<file path="src/inc/sjx_pkg.sv">
// Purpose : constants and types for the skip, jump and or-literal execution block
// Assumes : 14-bit instruction word, 8-bit data path, 13-bit program counter
// Notes   : opcode encodings are kept here so decoder and executor agree
package sjx_pkg;

   // =====================================================================
   // widths
   localparam int INSTR_W  = 14;
   localparam int DATA_W   = 8;
   localparam int FADDR_W  = 7;
   localparam int PC_W     = 13;
   localparam int JUMP_K_W = 11;
   localparam int LATCH_W  = 5;

   // =====================================================================
   // field positions inside the instruction word and the upper latch
   localparam int DEST_BIT      = 7;
   localparam int LATCH_HI_BIT  = 4;
   localparam int LATCH_LO_BIT  = 3;

   // =====================================================================
   // opcode encodings
   localparam logic [5:0] OPC_DEC_SKIP = 6'h0B;
   localparam logic [5:0] OPC_INC_SKIP = 6'h0F;
   localparam logic [5:0] OPC_OR_LIT   = 6'h38;
   localparam logic [2:0] OPC_JUMP     = 3'h5;

   // =====================================================================
   // values after reset, pc step and data constants
   localparam logic [DATA_W-1:0] W_RESET  = 8'h00;
   localparam logic              Z_RESET  = 1'h0;
   localparam logic [PC_W-1:0]   PC_RESET = 13'h0000;
   localparam logic [PC_W-1:0]   PC_STEP  = 13'h0001;
   localparam logic [DATA_W-1:0] ONE      = 8'h01;
   localparam logic [DATA_W-1:0] ZERO     = 8'h00;

   // =====================================================================
   // types
   typedef enum logic [2:0] {
      SJX_OP_NONE     = 3'b000,
      SJX_OP_DEC_SKIP = 3'b001,
      SJX_OP_INC_SKIP = 3'b010,
      SJX_OP_JUMP     = 3'b011,
      SJX_OP_OR_LIT   = 3'b100
   } sjx_op_type;

   typedef struct packed {
      sjx_op_type            op;
      logic                  dest_file;
      logic [FADDR_W-1:0]    faddr;
      logic [DATA_W-1:0]     literal;
      logic [JUMP_K_W-1:0]   target;
   } sjx_decoded_type;

   typedef struct packed {
      logic [DATA_W-1:0]     w;
      logic                  z;
      logic [PC_W-1:0]       pc;
      logic                  squash;
      logic                  fr_we;
      logic [FADDR_W-1:0]    fr_waddr;
      logic [DATA_W-1:0]     fr_wdata;
   } sjx_state_type;

   function automatic logic sjx_is_skip(input sjx_op_type op);
      sjx_is_skip = (op == SJX_OP_DEC_SKIP) || (op == SJX_OP_INC_SKIP);
   endfunction : sjx_is_skip

endpackage : sjx_pkg

</file>
<file path="src/design/sjx_decode.sv">
// Purpose : split an instruction word into operation and operand fields
// Assumes : word is stable for the whole cycle it is presented
// Notes   : purely combinational; unknown opcodes decode to none
`timescale 1ns/10ps
module sjx_decode
   import sjx_pkg::*;
(
   // instruction in
   input  wire logic [INSTR_W-1:0] instr,
   // decoded fields out
   output sjx_decoded_type         decoded
);

   // =====================================================================
   // decode
   always_comb begin
      decoded.dest_file = instr[DEST_BIT];
      decoded.faddr     = instr[FADDR_W-1:0];
      decoded.literal   = instr[DATA_W-1:0];
      decoded.target    = instr[JUMP_K_W-1:0];
      if (instr[INSTR_W-1:INSTR_W-3] == OPC_JUMP) begin
         decoded.op = SJX_OP_JUMP;
      end else begin
         case (instr[INSTR_W-1:INSTR_W-6])
            OPC_DEC_SKIP: decoded.op = SJX_OP_DEC_SKIP;
            OPC_INC_SKIP: decoded.op = SJX_OP_INC_SKIP;
            OPC_OR_LIT:   decoded.op = SJX_OP_OR_LIT;
            default:      decoded.op = SJX_OP_NONE;
         endcase
      end
   end

endmodule : sjx_decode

</file>
<file path="src/design/sjx_exec.sv">
// Purpose : execute decrement-skip, increment-skip, jump and or-literal
// Assumes : register file reads combinationally and forwards its own pending write
// Notes   : one instruction per cycle; a squash cycle ignores the presented word
`timescale 1ns/10ps
module sjx_exec
   import sjx_pkg::*;
(
   // clock and reset
   input  wire logic                clk,
   input  wire logic                reset,
   // instruction stream
   input  wire logic                instr_valid,
   input  wire logic [INSTR_W-1:0]  instr,
   // program counter upper latch
   input  wire logic [LATCH_W-1:0]  program_counter_upper_latch,
   // register file read
   output logic      [FADDR_W-1:0]  fr_raddr,
   input  wire logic [DATA_W-1:0]   fr_rdata,
   // register file write
   output logic                     fr_we,
   output logic      [FADDR_W-1:0]  fr_waddr,
   output logic      [DATA_W-1:0]   fr_wdata,
   // core state
   output logic      [DATA_W-1:0]   w,
   output logic                     z,
   output logic      [PC_W-1:0]     pc,
   output logic                     squash
);

   sjx_decoded_type   dec;
   sjx_state_type     st;
   sjx_state_type     next_st;
   logic [DATA_W-1:0] dec_res;
   logic [DATA_W-1:0] inc_res;
   logic [DATA_W-1:0] or_res;
   logic [DATA_W-1:0] skip_res;
   logic              take;

   // =====================================================================
   // decode
   sjx_decode u_decode (
      .instr   (instr),
      .decoded (dec)
   );

   assign fr_raddr = dec.faddr;
   assign take     = instr_valid && !st.squash;

   // =====================================================================
   // datapath
   // no stall here: a read just after a write relies on the file forwarding
   always_comb begin
      dec_res  = fr_rdata - ONE;
      inc_res  = fr_rdata + ONE;
      or_res   = st.w | dec.literal;
      skip_res = (dec.op == SJX_OP_DEC_SKIP) ? dec_res : inc_res;
   end

   // =====================================================================
   // next state
   always_comb begin
      next_st        = st;
      next_st.fr_we  = 1'b0;
      next_st.squash = 1'b0;
      // a squashed slot still occupies a cycle and advances the pc
      next_st.pc     = st.pc + PC_STEP;
      if (take) begin
         case (dec.op)
            SJX_OP_DEC_SKIP, SJX_OP_INC_SKIP: begin
               // flags are left alone on purpose
               if (dec.dest_file) begin
                  next_st.fr_we    = 1'b1;
                  next_st.fr_waddr = dec.faddr;
                  next_st.fr_wdata = skip_res;
               end else begin
                  next_st.w = skip_res;
               end
               next_st.squash = (skip_res == ZERO);
            end
            SJX_OP_JUMP: begin
               next_st.pc = {program_counter_upper_latch[LATCH_HI_BIT:LATCH_LO_BIT],
                             dec.target};
               // the already fetched word is dropped, giving two cycles
               next_st.squash = 1'b1;
            end
            SJX_OP_OR_LIT: begin
               next_st.w = or_res;
               next_st.z = (or_res == ZERO);
            end
            default: begin
               next_st.squash = 1'b0;
            end
         endcase
      end
   end

   // =====================================================================
   // state register
   always_ff @(posedge clk) begin
      if (reset) begin
         st.w        <= W_RESET;
         st.z        <= Z_RESET;
         st.pc       <= PC_RESET;
         st.squash   <= 1'b0;
         st.fr_we    <= 1'b0;
         st.fr_waddr <= '0;
         st.fr_wdata <= ZERO;
      end else begin
         st <= next_st;
      end
   end

   assign fr_we    = st.fr_we;
   assign fr_waddr = st.fr_waddr;
   assign fr_wdata = st.fr_wdata;
   assign w        = st.w;
   assign z        = st.z;
   assign pc       = st.pc;
   assign squash   = st.squash;
endmodule : sjx_exec

</file>
<file path="config.mk">
export PLATFORM = sky130hd
export DESIGN_NAME = sjx_exec
export DESIGN_NICKNAME = d
export VERILOG_FILES = /design/src/inc/sjx_pkg.sv /design/src/design/sjx_decode.sv /design/src/design/sjx_exec.sv
export SDC_FILE = /design/constraint.sdc
export NUM_CORES = 1
export LEC_CHECK = 0
export ABC_AREA = 0
export BUFFER_PORTS_ARGS = -buffer_cell sky130_fd_sc_hd__buf_2
export CAP_MARGIN = 5
export CELL_PAD_IN_SITES_DETAIL_PLACEMENT = 1
export CELL_PAD_IN_SITES_GLOBAL_PLACEMENT = 1
export CORE_MARGIN = 8
export CORE_UTILIZATION = 31
export CTS_CLUSTER_SIZE = 24
export DETAILED_ROUTE_END_ITERATION = 12
export PLACE_DENSITY_LB_ADDON = 0.1
export SLEW_MARGIN = 15
export SYNTH_ARGS = -nofsm -noshare
export SYNTH_HDL_FRONTEND = slang
export SYNTH_SLANG_ARGS = --single-unit
</file>
<file path="constraint.sdc">
create_clock -name clk -period 1.9 [get_ports clk]
set_clock_uncertainty 0.05 [all_clocks]
set_input_delay 0.19 -clock clk [delete_from_list [all_inputs] [get_ports clk]]
set_output_delay 0.19 -clock clk [all_outputs]
set_load 0.05 [all_outputs]
</file>
==> report_table.html, run 1 <==
<table>
<tr><th>Metric</th><th>Value</th></tr>
<tr><th colspan="2">Power</th></tr>
<tr><td>P_int</td><td>1.34 mW</td></tr>
<tr><td>Combinational share of power</td><td>0.175</td></tr>
<tr><td>Total power after layout</td><td>1.88 mW</td></tr>
<tr><td>Reg power frac</td><td>0.453</td></tr>
<tr><td>Worst VDD drop</td><td>0.266 mV</td></tr>
<tr><td>Leakage power figure</td><td>1.13 nW</td></tr>
<tr><td>Clock share of power</td><td>0.372</td></tr>
<tr><td>Power spent charging and discharging nets</td><td>547 uW</td></tr>
<tr><td>Switching share of power</td><td>0.290</td></tr>
<tr><td>Power density cells</td><td>696 nW/um^2</td></tr>
<tr><th colspan="2">Detailed routing</th></tr>
<tr><td>Average via count per standard cell</td><td>5.00</td></tr>
<tr><td>First-pass iteration count of the detailed router</td><td>4</td></tr>
<tr><td>Iteration-0 DRC Markers</td><td>53</td></tr>
<tr><td>Total wire length after detailed routing</td><td>6.31 mm</td></tr>
<tr><td>Average wire length per cell after detail routing</td><td>15.6 microns</td></tr>
<tr><td>Routed Antenna Nets</td><td>0</td></tr>
<tr><td>Number of remaining DRC errors</td><td>0</td></tr>
<tr><td>Vias after detailed routing</td><td>2021</td></tr>
<tr><th colspan="2">Worst setup path</th></tr>
<tr><td>Critical path capture point type</td><td>register</td></tr>
<tr><td>Data required, critical path</td><td>2.08 ns</td></tr>
<tr><td>Slowest stage delay, CP</td><td>0.28 ns</td></tr>
<tr><td>Top delay family on crit path</td><td>simple AND/OR/NAND/NOR gates</td></tr>
<tr><td>Critical setup path kind</td><td>input port to register</td></tr>
<tr><td>WP depth</td><td>11</td></tr>
<tr><td>Critical path data arrival time</td><td>1.97 ns</td></tr>
<tr><td>Startpoint Class</td><td>input port</td></tr>
<tr><td>Maximum fanout along the worst path</td><td>4</td></tr>
<tr><td>Critical-path cell list</td><td>buf_2 &gt; and4b_1 &gt; nand2_2 &gt; xnor2_2 &gt; ha_2 &gt; buf_4 &gt; or2_2 &gt; o21ai_2 &gt; xor2_2 &gt; nand2_1 &gt; a21oi_2</td></tr>
<tr><td>Cells on worst reg2reg path</td><td>7</td></tr>
<tr><td>Bufs and invs on worst path</td><td>2</td></tr>
<tr><td>Cell type of the slowest stage on the worst timing path</td><td>sky130_fd_sc_hd__and4b_1</td></tr>
<tr><th colspan="2">Clock tree</th></tr>
<tr><td># H-tree levels</td><td>2</td></tr>
<tr><td>Largest buffer count on any clock path</td><td>2</td></tr>
<tr><td>TritonCTS clock tree</td><td>yes</td></tr>
<tr><td>Insertion delay of the later-clocked pin in the worst-skew pair</td><td>0.29 ns</td></tr>
<tr><td>Cts bufs inserted</td><td>5</td></tr>
<tr><td>Total clock sinks</td><td>39</td></tr>
<tr><td>Root buffer cell</td><td>sky130_fd_sc_hd__clkbuf_8</td></tr>
<tr><td>Count of hold-fix buffers inserted at cts</td><td>0</td></tr>
<tr><td>Clock-pin slew of the registers on the worst-case setup and hold paths</td><td>0.08 ns</td></tr>
<tr><th colspan="2">Floorplan</th></tr>
<tr><td>Area enclosed by the die boundary</td><td>9300 sq um</td></tr>
<tr><td>FP Rows</td><td>29</td></tr>
<tr><td>Initial standard-cell utilization of the core</td><td>0.318</td></tr>
<tr><td>CORE AREA</td><td>6310 sq um</td></tr>
<tr><td>Die width</td><td>96.4 microns</td></tr>
<tr><td>Boundary Pins</td><td>76</td></tr>
<tr><td>Vert. Die Dim</td><td>96.4 microns</td></tr>
<tr><th colspan="2">Job</th></tr>
<tr><td>Max-Cap Viols</td><td>0</td></tr>
<tr><th colspan="2">Status</th></tr>
<tr><td>Outcome</td><td>complete, no violations</td></tr>
<tr><th colspan="2">Yosys</th></tr>
<tr><td>Most area-consuming cells after synthesis</td><td>sky130_fd_sc_hd__dfxtp_1 (39%), sky130_fd_sc_hd__nand2_1 (6.4%), sky130_fd_sc_hd__nor2_1 (5.6%)</td></tr>
<tr><td>Post-Synth XOR/XNOR Area</td><td>0.0786</td></tr>
<tr><td>Total nets after synthesis</td><td>277</td></tr>
<tr><td>Flip-flop cell with the highest count after synthesis</td><td>sky130_fd_sc_hd__dfxtp_1</td></tr>
<tr><td>Synth Area in Adders</td><td>0.0125</td></tr>
<tr><td>Most frequent cell after synthesis</td><td>sky130_fd_sc_hd__dfxtp_1</td></tr>
<tr><td>Main combinational cell family by area after synthesis</td><td>simple AND/OR/NAND/NOR gates</td></tr>
<tr><td>Simple logic cell fraction of the synthesized area</td><td>0.261</td></tr>
<tr><td>Area share of the largest cell type after synthesis</td><td>0.389</td></tr>
<tr><td>Post-synthesis sequential area ratio</td><td>0.389</td></tr>
<tr><td>Yosys warning count</td><td>0</td></tr>
<tr><td>Compound-gate portion of the synthesized area</td><td>0.193</td></tr>
<tr><td>Number of distinct library cells after synthesis</td><td>40</td></tr>
<tr><td>Async set or reset register ratio after synthesis</td><td>0</td></tr>
<tr><td>Number of flops mapped to enable cells by yosys</td><td>0</td></tr>
<tr><td>Multiplexer share of the synthesized area</td><td>0.00499</td></tr>
<tr><td>Count of state elements after synthesis</td><td>39</td></tr>
<tr><td>Commonest cells in the synthesized netlist</td><td>sky130_fd_sc_hd__dfxtp_1 (39), sky130_fd_sc_hd__nand2_1 (34), sky130_fd_sc_hd__nor2_1 (30)</td></tr>
<tr><td>Mean post-synth cell area</td><td>8.19 sq um</td></tr>
<tr><td>Cell type with the largest total area after synthesis</td><td>sky130_fd_sc_hd__dfxtp_1</td></tr>
<tr><td>Cell area after technology mapping</td><td>2010 sq um</td></tr>
<tr><td>Cell count after synthesis</td><td>245</td></tr>
<tr><th colspan="2">STA</th></tr>
<tr><td>Count of final setup violators</td><td>0</td></tr>
<tr><td>Setup tns final</td><td>0 ns</td></tr>
<tr><td>Final number of max-transition violations</td><td>0</td></tr>
<tr><td>Final critical delay including setup and external delays</td><td>1.79 ns</td></tr>
<tr><td>Highest Clock Rate</td><td>0.558 GHz</td></tr>
<tr><td>Max transition margin</td><td>0.648</td></tr>
<tr><td>Final worst-path setup slack</td><td>0.109 ns</td></tr>
<tr><td>RSZ-0062 raised after global routing</td><td>yes</td></tr>
<tr><td>Final critical-path share of the clock period</td><td>0.942</td></tr>
<tr><td>Slew @ Worst Pin</td><td>0.524 ns</td></tr>
<tr><td>Endpoints failing hold</td><td>0</td></tr>
<tr><th colspan="2">Finish</th></tr>
<tr><td>Fraction of final layout cells with drive strength greater than 1</td><td>0.382</td></tr>
<tr><td>Fin nets</td><td>358</td></tr>
<tr><td>Area growth from synthesis to layout</td><td>34.8%</td></tr>
<tr><td>Antenna diode count</td><td>0</td></tr>
<tr><th colspan="2">Global route</th></tr>
<tr><td>First-pass GRT wire length</td><td>10.2 mm</td></tr>
<tr><td>Initial antenna violation count</td><td>0</td></tr>
<tr><td>GRT Overall Usage</td><td>0.139</td></tr>
<tr><td>Maximum number of pins on one net before global-route repair</td><td>40</td></tr>
<tr><td>Via count of the first global-routing pass</td><td>2069</td></tr>
<tr><td>Overflow after GRT</td><td>0</td></tr>
<tr><th colspan="2">Hold path</th></tr>
<tr><td>Hold depth</td><td>3</td></tr>
<tr><td>Type of the tightest min-delay check</td><td>input port to register</td></tr>
<tr><th colspan="2">Placed design</th></tr>
<tr><td>Routability congestion estimate from global placement</td><td>0.752</td></tr>
<tr><td># port buffers</td><td>72</td></tr>
<tr><td>Placed wire-length estimate</td><td>4.85 mm</td></tr>
<tr><td>Pre-CTS setup slack</td><td>-0.196 ns</td></tr>
</table>
-- cells in the final DEF (no fill, tap or decap), types with 2 or more instances in the layout --
master	instances
sky130_fd_sc_hd__and3_1	3
sky130_fd_sc_hd__nand2_2	2
sky130_fd_sc_hd__dfxtp_1	37
sky130_fd_sc_hd__clkbuf_8	5
sky130_fd_sc_hd__inv_1	4
sky130_fd_sc_hd__o21a_1	6
sky130_fd_sc_hd__xor2_1	7
sky130_fd_sc_hd__xnor2_1	8
sky130_fd_sc_hd__a21oi_1	15
sky130_fd_sc_hd__xnor2_2	2
sky130_fd_sc_hd__nand2b_1	2
sky130_fd_sc_hd__nand2_1	33
sky130_fd_sc_hd__nand3_1	8
sky130_fd_sc_hd__or3_1	2
sky130_fd_sc_hd__nand4b_1	2
sky130_fd_sc_hd__buf_4	20
sky130_fd_sc_hd__nor3_2	2
sky130_fd_sc_hd__o22ai_1	5
sky130_fd_sc_hd__a21oi_2	3
sky130_fd_sc_hd__nor4_1	5
sky130_fd_sc_hd__buf_2	72
sky130_fd_sc_hd__o21ai_1	5
sky130_fd_sc_hd__nand4_1	5
sky130_fd_sc_hd__nor2_1	29
sky130_fd_sc_hd__a221oi_2	3
sky130_fd_sc_hd__nor3_1	2
sky130_fd_sc_hd__o31ai_1	2
sky130_fd_sc_hd__a211oi_1	13
sky130_fd_sc_hd__dfxtp_2	2
-- flip-flops by register name (all words and copies together), names as in the netlist --
| signal | flops |
|---|---|
| z | 1 |
| pc | 13 |
| w | 8 |
| fr_wdata | 8 |
| fr_waddr | 7 |
| squash | 1 |
| fr_we | 1 |
-- worst min-delay path, delay by kind of cell --
| family | cells | cell delay, ns |
|---|---|---|
| buffers and inverters | 1 | 0.13 |
| AO/OA/AOI/OAI | 1 | 0.05 |
| AND/OR/NAND/NOR | 1 | 0.06 |
-- metal layers --
layer / global-route usage / up-vias / wire length (microns)
met5: 0 / - / 0
met2: 0.225 / 60 / 2790
met1: 0.181 / 939 / 2930
met3: 0.0355 / 5 / 553
met4: 0.0303 / 0 / 34
li1: - / 1017 / -
-- final timing paths --
kind,slack (ns),to,from
setup reg to reg,0.16,pc[12]$_SDFF_PP0_,pc[0]$_SDFF_PP0_
setup / recovery,0.11,fr_wdata[2]$_SDFFE_PP0P_,instr[12]
hold / removal,0.13,fr_waddr[3]$_SDFFE_PP0P_,instr[3]
hold reg to reg,0.40,fr_waddr[1]$_SDFFE_PP0P_,fr_waddr[1]$_SDFFE_PP0P_
-- through the flow --
| step | utilization | instance area [sq um] | hold slack [ns] | std cells |
|---|---|---|---|---|
| finish | 0.428 | 2700 | 0.128 | 404 |
| global route | 0.428 | 2700 | 0.142 | 404 |
| CTS | 0.417 | 2640 | 0.119 | 402 |
| detailed placement | 0.400 | 2520 | 0.396 | 394 |
| global placement | 0.400 | 2520 | 0.390 | 394 |
| floorplan | - | 2020 | 0.229 | 245 |
-- power by group through the flow --
stage / Combinational, mW / Sequential [mW] / Clock [mW]
floorplan: 0.136 / 0.935 / 0
global placement: 0.321 / 0.873 / 0
detailed placement: 0.323 / 0.872 / 0
CTS: 0.324 / 0.853 / 0.722
global route: 0.354 / 0.857 / 0.760
finish: 0.330 / 0.853 / 0.700
-- logic make-up after synthesis --
group           count (synthesis)
mux                             1
compound gates                 56
buf+inv                        23
fa+ha+maj                       2
xor+xnor                       18
simple gates                  106
flops                          39
-- timing repair --
action	in CTS	in global routing
gates resized for setup	0	10
setup buffers	0	2
setup endpoints to repair	0	5
-- layout make-up --
type                    count  area, sq um
multi-input cells         183         1170
clock inverters             3         43.8
fillers                   829         3610
inverters                   4         15.0
repair buffers             93          531
clock buffers               5         68.8
well taps                  77         96.3
flip-flops and latches     39          783
Note: power is estimated with default switching activity, not from simulation.
==> run 2: changes to the inputs <==
- CORE_ASPECT_RATIO: default -> 2
==> report_table.html, run 2 (synthesis results as in run 1) <==
<table>
<tr><th>Metric</th><th>Value</th></tr>
<tr><th colspan="2">Worst setup path</th></tr>
<tr><td>Cells on worst reg2reg path</td><td>7 (unchanged)</td></tr>
<tr><td>Critical path data arrival time</td><td>1.98 ns (about the same)</td></tr>
<tr><td>Critical path capture point type</td><td>register</td></tr>
<tr><td>Capture point of the worst reg-to-reg path</td><td>pc[12]$_SDFF_PP0_</td></tr>
<tr><td>R2r setup slk</td><td>0.13 ns (-0.03 ns)</td></tr>
<tr><td>Critical setup path kind</td><td>input port to register</td></tr>
<tr><td>Slowest stage delay, CP</td><td>0.41 ns (+0.13 ns)</td></tr>
<tr><td>Worst flop-to-flop path startpoint</td><td>pc[0]$_SDFF_PP0_</td></tr>
<tr><td>Bufs and invs on worst path</td><td>1 (-1)</td></tr>
<tr><td>Data required, critical path</td><td>2.00 ns (-0.08 ns)</td></tr>
<tr><td>Cell occurring most often along the worst timing path</td><td>sky130_fd_sc_hd__xnor2_1</td></tr>
<tr><td>Maximum fanout along the worst path</td><td>5 (+1)</td></tr>
<tr><td>Startpoint Class</td><td>input port</td></tr>
<tr><td>Critical-path cell list</td><td>buf_2 &gt; and4b_1 &gt; nand2_2 &gt; xnor2_1 &gt; ha_2 &gt; nor4_4 &gt; nand4_1 &gt; o21ai_1 &gt; xnor2_1 &gt; o21a_1 &gt; nor2_1</td></tr>
<tr><td>Top delay family on crit path</td><td>XOR/XNOR gates</td></tr>
<tr><td>Cell type of the slowest stage on the worst timing path</td><td>sky130_fd_sc_hd__xnor2_1</td></tr>
<tr><th colspan="2">STA</th></tr>
<tr><td>RSZ-0062 raised after global routing</td><td>yes</td></tr>
<tr><td>Count of final setup violators</td><td>0 (unchanged)</td></tr>
<tr><td>Max transition margin</td><td>0.690 (+0.0422)</td></tr>
<tr><td>Final critical delay including setup and external delays</td><td>1.87 ns (+0.0815 ns)</td></tr>
<tr><td>Endpoints failing hold</td><td>0 (unchanged)</td></tr>
<tr><td>Min Hold Slack</td><td>0.141 ns (+0.0139 ns)</td></tr>
<tr><td>Slew @ Worst Pin</td><td>0.461 ns (-0.0628 ns)</td></tr>
<tr><td>Highest Clock Rate</td><td>0.534 GHz (-4.4%)</td></tr>
<tr><td>Final critical-path share of the clock period</td><td>0.985 (+0.0429)</td></tr>
<tr><td>Final number of max-transition violations</td><td>0 (unchanged)</td></tr>
<tr><th colspan="2">Placed design</th></tr>
<tr><td>Placed wire-length estimate</td><td>5.41 mm (+12%)</td></tr>
<tr><td>DP Cell Count</td><td>406 (+3.0%)</td></tr>
<tr><td>Post-Place Cell Area</td><td>2540 sq um (+0.84%)</td></tr>
<tr><td>Routability congestion estimate from global placement</td><td>0.798 (+6.2%)</td></tr>
<tr><td># port buffers</td><td>72 (unchanged)</td></tr>
<tr><th colspan="2">Finish</th></tr>
<tr><td>Area growth from synthesis to layout</td><td>36.8%</td></tr>
<tr><td>Registers with the most flip-flops</td><td>pc x13, fr_wdata x8, w x8</td></tr>
<tr><td>Largest reg by FF count</td><td>pc</td></tr>
<tr><td>Fin nets</td><td>360 (+0.56%)</td></tr>
<tr><td>Register area</td><td>783 sq um (unchanged)</td></tr>
<tr><td>Most common library cell in the layout ignoring fill and taps</td><td>sky130_fd_sc_hd__buf_2</td></tr>
<tr><td>Final Cell Area</td><td>2740 sq um (+1.5%)</td></tr>
<tr><td>Fraction of final layout cells with drive strength greater than 1</td><td>0.377 (-0.00536)</td></tr>
<tr><td>Largest register FFs</td><td>13 (unchanged)</td></tr>
<tr><td>Area of the multi-input gates</td><td>1140 sq um (-1.8%)</td></tr>
<tr><td>Antenna diode count</td><td>0 (unchanged)</td></tr>
<tr><td>Layout filler cell count</td><td>817 (-1.4%)</td></tr>
<tr><td>Final non-filler cell total</td><td>415 (+2.7%)</td></tr>
<tr><td>Commonest non-fill, non-tap cells in the layout</td><td>sky130_fd_sc_hd__buf_2 (72), sky130_fd_sc_hd__dfxtp_1 (37), sky130_fd_sc_hd__nand2_1 (33)</td></tr>
<tr><th colspan="2">Global route</th></tr>
<tr><td>Initial antenna violation count</td><td>0 (unchanged)</td></tr>
<tr><td>Maximum number of pins on one net before global-route repair</td><td>40 (unchanged)</td></tr>
<tr><td>Via count of the first global-routing pass</td><td>2233 (+7.9%)</td></tr>
<tr><td>Overflow after GRT</td><td>0 (unchanged)</td></tr>
<tr><td>GRT Overall Usage</td><td>0.149 (+0.0106)</td></tr>
<tr><td>First-pass GRT wire length</td><td>11.1 mm (+8.2%)</td></tr>
<tr><th colspan="2">Detailed routing</th></tr>
<tr><td>Average via count per standard cell</td><td>4.99 (-0.29%)</td></tr>
<tr><td>Metal3 WL</td><td>305 microns (-45%)</td></tr>
<tr><td>Routed Antenna Nets</td><td>0 (unchanged)</td></tr>
<tr><td>Top routing layer in use</td><td>met4</td></tr>
<tr><td>Total wire length after detailed routing</td><td>6.88 mm (+9.0%)</td></tr>
<tr><td>First-pass iteration count of the detailed router</td><td>4 (unchanged)</td></tr>
<tr><td>Average wire length per cell after detail routing</td><td>16.6 microns (+6.2%)</td></tr>
<tr><td>DRT met1 WL</td><td>2.47 mm (-16%)</td></tr>
<tr><td>Met2 wire len</td><td>3.98 mm (+43%)</td></tr>
<tr><td>Vias after detailed routing</td><td>2070 (+2.4%)</td></tr>
<tr><td>Number of remaining DRC errors</td><td>0 (unchanged)</td></tr>
<tr><td>Iteration-0 DRC Markers</td><td>98 (+85%)</td></tr>
<tr><th colspan="2">Floorplan</th></tr>
<tr><td>Vert. Die Dim</td><td>130 microns (+35%)</td></tr>
<tr><td>Initial standard-cell utilization of the core</td><td>0.318 (about the same)</td></tr>
<tr><td>FP Rows</td><td>41 (+41%)</td></tr>
<tr><td>Boundary Pins</td><td>76 (unchanged)</td></tr>
<tr><td>CORE AREA</td><td>6310 sq um (about the same)</td></tr>
<tr><td>Area enclosed by the die boundary</td><td>9460 sq um (+1.7%)</td></tr>
<tr><td>Die width</td><td>72.9 microns (-24%)</td></tr>
<tr><th colspan="2">Clock tree</th></tr>
<tr><td>Root buffer cell</td><td>sky130_fd_sc_hd__clkbuf_16</td></tr>
<tr><td># H-tree levels</td><td>2 (unchanged)</td></tr>
<tr><td>Largest buffer count on any clock path</td><td>2 (unchanged)</td></tr>
<tr><td>TritonCTS clock tree</td><td>yes</td></tr>
<tr><td>Insertion delay of the later-clocked pin in the worst-skew pair</td><td>0.28 ns (about the same)</td></tr>
<tr><td>Total clock sinks</td><td>39 (unchanged)</td></tr>
<tr><td>Cts bufs inserted</td><td>5 (unchanged)</td></tr>
<tr><td>Clock-pin slew of the registers on the worst-case setup and hold paths</td><td>0.06 ns (-0.02 ns)</td></tr>
<tr><th colspan="2">Job</th></tr>
<tr><td>Max-Cap Viols</td><td>0 (unchanged)</td></tr>
<tr><th colspan="2">Hold path</th></tr>
<tr><td>Worst hold start</td><td>program_counter_upper_latch[3]</td></tr>
<tr><td>Type of the tightest min-delay check</td><td>input port to register</td></tr>
<tr><td>Hold depth</td><td>3 (unchanged)</td></tr>
<tr><td>Min-Delay Endpoint</td><td>pc[11]$_SDFF_PP0_</td></tr>
<tr><th colspan="2">Power</th></tr>
<tr><td>Leakage power figure</td><td>1.15 nW (+1.7%)</td></tr>
<tr><td>Total power after layout</td><td>2.08 mW (+11%)</td></tr>
<tr><td>Power density cells</td><td>759 nW/um^2 (+9.1%)</td></tr>
<tr><td>Worst VDD drop</td><td>0.395 mV (+49%)</td></tr>
<tr><th colspan="2">Status</th></tr>
<tr><td>Outcome</td><td>complete, no violations</td></tr>
</table>
[run 2: cell types whose count changed in the layout (fill, tap and decap cells not counted), sizes merged]
cell | previous run | this run
buf | 93 | 95
bufinv | 1 | 0
clkbuf | 5 | 7
clkinv | 2 | 0
clkinvlp | 0 | 1
[run 2: stage by stage]
| stage | TNS, ns | worst slack, ns | util |
|---|---|---|---|
| finish | 0 | 0.0279 | 0.435 |
| global route | -0.203 | -0.0679 | 0.435 |
| CTS | 0 | 0.0476 | 0.429 |
| detailed placement | -1.22 | -0.222 | 0.403 |
| global placement | -0.601 | -0.120 | 0.403 |
| floorplan | 0 | 0.0371 | - |
[run 2: worst max path at each step]
stage                     startpoint                        to  depth (start not counted)
finish                     instr[12]  fr_wdata[6]$_SDFFE_PP0P_                         11
global route               instr[12]  fr_wdata[6]$_SDFFE_PP0P_                         11
CTS                 pc[0]$_SDFF_PP0_         pc[12]$_SDFF_PP0_                          7
detailed placement         instr[12]  fr_wdata[6]$_SDFFE_PP0P_                         11
global placement           instr[12]         squash$_SDFF_PP0_                         11
floorplan           pc[2]$_SDFF_PP0_         pc[12]$_SDFF_PP0_                          6
[run 2: layer usage]
layer,vias to the layer above,GRT usage
met4,0,0.0606
li1,1024,-
met2,42,0.291
met3,10,0.0400
met1,994,0.138
met5,-,0
[run 2: area by class of cell]
type	instances	area share
Clock inverter	1	0.00274
Inverter	4	0.00547
Tap cell	86	0.0392
Clock buffer	7	0.0556
Multi-Input combinational cell	183	0.417
Timing Repair Buffer	95	0.194
Sequential cell	39	0.285
[run 2: tightest hold or removal path, delay by kind of cell]
kind	cells	cell delay, ns
buffers and inverters	1	0.09
and+or+nand+nor	1	0.09
AOI/OAI and AO/OA	1	0.05
[run 2: what timing repair did]
action / 4_1_cts / 5_1_grt
hold buffers: 0 / 0
gates resized for setup: 0 / 7
endpoints found under the setup margin: 0 / 8
setup buffers: 0 / 1
[run 2: where the power goes]
part	leakage, nW	switching, mW	total [mW]	internal, mW
Combinational	0.757	0.225	0.334	0.109
Sequential	0.316	0.0165	0.854	0.838
Clock	0.0761	0.338	0.896	0.558
Total	1.15	0.579	2.08	1.50
==> run 3: changes to the inputs <==
- CORE_MARGIN: 8 -> default
- CTS_CLUSTER_SIZE: 24 -> 14
==> report_table.html, run 3 (synthesis results as in run 1) <==
<table>
<tr><th>Metric</th><th>Value</th></tr>
<tr><th colspan="2">STA</th></tr>
<tr><td>Final number of max-transition violations</td><td>0 (unchanged)</td></tr>
<tr><td>Final critical-path share of the clock period</td><td>0.929 (-0.0568)</td></tr>
<tr><td>Setup tns final</td><td>0 ns (unchanged)</td></tr>
<tr><td>Slew @ Worst Pin</td><td>0.452 ns (-0.00946 ns)</td></tr>
<tr><td>Final critical delay including setup and external delays</td><td>1.76 ns (-0.108 ns)</td></tr>
<tr><td>Endpoints failing hold</td><td>0 (unchanged)</td></tr>
<tr><td>Highest Clock Rate</td><td>0.567 GHz (+6.1%)</td></tr>
<tr><td>Max transition margin</td><td>0.699 (+0.00852)</td></tr>
<tr><td>Final worst-path setup slack</td><td>0.136 ns (+0.108 ns)</td></tr>
<tr><td>Count of final setup violators</td><td>0 (unchanged)</td></tr>
<tr><th colspan="2">Finish</th></tr>
<tr><td>Fraction of final layout cells with drive strength greater than 1</td><td>0.376 (-0.000753)</td></tr>
<tr><td>Area of the multi-input gates</td><td>1140 sq um (-0.22%)</td></tr>
<tr><td>Area growth from synthesis to layout</td><td>35.2%</td></tr>
<tr><td>Final Cell Area</td><td>2710 sq um (-1.1%)</td></tr>
<tr><td>Final non-filler cell total</td><td>413 (-0.48%)</td></tr>
<tr><td>Fin nets</td><td>359 (-0.28%)</td></tr>
<tr><td>Registers with the most flip-flops</td><td>pc x13, fr_wdata x8, w x8</td></tr>
<tr><td>Layout filler cell count</td><td>814 (-0.37%)</td></tr>
<tr><td>Register area</td><td>783 sq um (unchanged)</td></tr>
<tr><td>Antenna diode count</td><td>0 (unchanged)</td></tr>
<tr><td>Commonest non-fill, non-tap cells in the layout</td><td>sky130_fd_sc_hd__buf_2 (72), sky130_fd_sc_hd__dfxtp_1 (37), sky130_fd_sc_hd__nand2_1 (34)</td></tr>
<tr><td>Largest register FFs</td><td>13 (unchanged)</td></tr>
<tr><td>Largest reg by FF count</td><td>pc</td></tr>
<tr><td>Core utilization of the finished layout</td><td>0.433 (-0.00143)</td></tr>
<tr><td>Most common library cell in the layout ignoring fill and taps</td><td>sky130_fd_sc_hd__buf_2</td></tr>
<tr><th colspan="2">Placed design</th></tr>
<tr><td>Placed wire-length estimate</td><td>4.88 mm (-9.8%)</td></tr>
<tr><td>Post-Place Cell Area</td><td>2540 sq um (unchanged)</td></tr>
<tr><td># port buffers</td><td>72 (unchanged)</td></tr>
<tr><td>DP Cell Count</td><td>406 (unchanged)</td></tr>
<tr><td>Routability congestion estimate from global placement</td><td>0.829 (+3.8%)</td></tr>
<tr><td>Pre-CTS setup slack</td><td>-0.216 ns (+0.00571 ns)</td></tr>
<tr><th colspan="2">Clock tree</th></tr>
<tr><td>TritonCTS clock tree</td><td>yes</td></tr>
<tr><td>Root buffer cell</td><td>sky130_fd_sc_hd__clkbuf_16</td></tr>
<tr><td>Insertion delay of the later-clocked pin in the worst-skew pair</td><td>0.29 ns (about the same)</td></tr>
<tr><td>Largest buffer count on any clock path</td><td>2 (unchanged)</td></tr>
<tr><td>Total clock sinks</td><td>39 (unchanged)</td></tr>
<tr><td>Count of hold-fix buffers inserted at cts</td><td>0 (unchanged)</td></tr>
<tr><td>Clock-pin slew of the registers on the worst-case setup and hold paths</td><td>0.06 ns (about the same)</td></tr>
<tr><td>Cts bufs inserted</td><td>5 (unchanged)</td></tr>
<tr><td># H-tree levels</td><td>2 (unchanged)</td></tr>
<tr><th colspan="2">Job</th></tr>
<tr><td>Max-Cap Viols</td><td>0 (unchanged)</td></tr>
<tr><th colspan="2">Power</th></tr>
<tr><td>Worst VDD drop</td><td>0.326 mV (-17%)</td></tr>
<tr><td>Leakage power figure</td><td>1.13 nW (-1.5%)</td></tr>
<tr><td>Power density cells</td><td>739 nW/um^2 (-2.6%)</td></tr>
<tr><th colspan="2">Global route</th></tr>
<tr><td>Overflow after GRT</td><td>0 (unchanged)</td></tr>
<tr><td>Initial antenna violation count</td><td>0 (unchanged)</td></tr>
<tr><td>GRT Overall Usage</td><td>0.195 (+0.0459)</td></tr>
<tr><td>First-pass GRT wire length</td><td>9.87 mm (-11%)</td></tr>
<tr><td>Via count of the first global-routing pass</td><td>2001 (-10%)</td></tr>
<tr><td>Maximum number of pins on one net before global-route repair</td><td>40 (unchanged)</td></tr>
<tr><th colspan="2">Floorplan</th></tr>
<tr><td>Boundary Pins</td><td>76 (unchanged)</td></tr>
<tr><td>Vert. Die Dim</td><td>116 microns (-11%)</td></tr>
<tr><td>Initial standard-cell utilization of the core</td><td>0.320 (+0.00261)</td></tr>
<tr><td>Area enclosed by the die boundary</td><td>6810 sq um (-28%)</td></tr>
<tr><td>CORE AREA</td><td>6260 sq um (-0.81%)</td></tr>
<tr><td>Die width</td><td>58.9 microns (-19%)</td></tr>
<tr><td>FP Rows</td><td>41 (unchanged)</td></tr>
<tr><th colspan="2">Detailed routing</th></tr>
<tr><td>Average wire length per cell after detail routing</td><td>15.1 microns (-9.1%)</td></tr>
<tr><td>Vias after detailed routing</td><td>2050 (-0.97%)</td></tr>
<tr><td>Total wire length after detailed routing</td><td>6.23 mm (-9.5%)</td></tr>
<tr><td>First-pass iteration count of the detailed router</td><td>4 (unchanged)</td></tr>
<tr><td>Number of remaining DRC errors</td><td>0 (unchanged)</td></tr>
<tr><td>Routed Antenna Nets</td><td>0 (unchanged)</td></tr>
<tr><td>Iteration-0 DRC Markers</td><td>33 (-66%)</td></tr>
<tr><td>Average via count per standard cell</td><td>4.96 (-0.49%)</td></tr>
<tr><th colspan="2">Worst setup path</th></tr>
<tr><td>Startpoint Class</td><td>register</td></tr>
<tr><td>Data required, critical path</td><td>2.05 ns (+0.05 ns)</td></tr>
<tr><td>Maximum fanout along the worst path</td><td>4 (-1)</td></tr>
<tr><td>Critical setup path kind</td><td>register to register</td></tr>
<tr><td>Critical path capture point type</td><td>register</td></tr>
<tr><td>Critical path data arrival time</td><td>1.92 ns (-0.06 ns)</td></tr>
<tr><th colspan="2">Hold path</th></tr>
<tr><td>Type of the tightest min-delay check</td><td>input port to register</td></tr>
<tr><th colspan="2">Status</th></tr>
<tr><td>Outcome</td><td>complete, no violations</td></tr>
</table>
-- run 3: critical path, stage by stage, from the launching register on --
cell and delay [ns]:
sky130_fd_sc_hd__dfxtp_2 0.36, sky130_fd_sc_hd__ha_2 0.20, sky130_fd_sc_hd__and3_4 0.20, sky130_fd_sc_hd__nand3_1 0.13
sky130_fd_sc_hd__nor2_2 0.20, sky130_fd_sc_hd__nand4_1 0.15, sky130_fd_sc_hd__xor2_1 0.17, sky130_fd_sc_hd__a211oi_1 0.23
-- run 3: final timing paths --
check,depth (start not counted),slack (ns),to,start
setup / recovery,7,0.14,pc[12]$_SDFF_PP0_,pc[0]$_SDFF_PP0_
setup reg to reg,7,0.14,pc[12]$_SDFF_PP0_,pc[0]$_SDFF_PP0_
hold reg to reg,2,0.40,fr_waddr[6]$_SDFFE_PP0P_,fr_waddr[6]$_SDFFE_PP0P_
hold / removal,3,0.14,fr_waddr[1]$_SDFFE_PP0P_,instr[1]
-- run 3: per-layer routing --
layer	GRT usage	share of wire	up-vias
met3	0.0346	0.030	10
met2	0.356	0.56	50
met4	0.0952	0.026	0
met1	0.209	0.38	965
met5	0	0	-
li1	-	-	1025
-- run 3: layout make-up --
class | count | share of cell area
multi-input combinational | 183 | 0.421
sequential | 39 | 0.289
timing repair buffer | 94 | 0.194
clock buffer | 5 | 0.0461
tap | 86 | 0.0397
inverter | 4 | 0.00554
clock inverter | 2 | 0.00507
-- run 3: repair_timing --
item	in CTS	in global routing
setup buffers	0	0
resized for setup	0	7
endpoints found under the hold margin	0	0
setup endpoints to repair	0	6
-- run 3: metrics by stage --
step	hold WS, ns	total power, mW
after floorplan	0.229	1.07
after CTS	0.138	2.03
after global routing	0.150	2.10
final	0.137	2.01
after global placement	0.391	1.20
after detailed placement	0.393	1.20
-- run 3: power breakdown --
part / internal, mW / switching, mW
sequential: 0.838 / 0.0171
combinational: 0.108 / 0.223
clock: 0.479 / 0.341
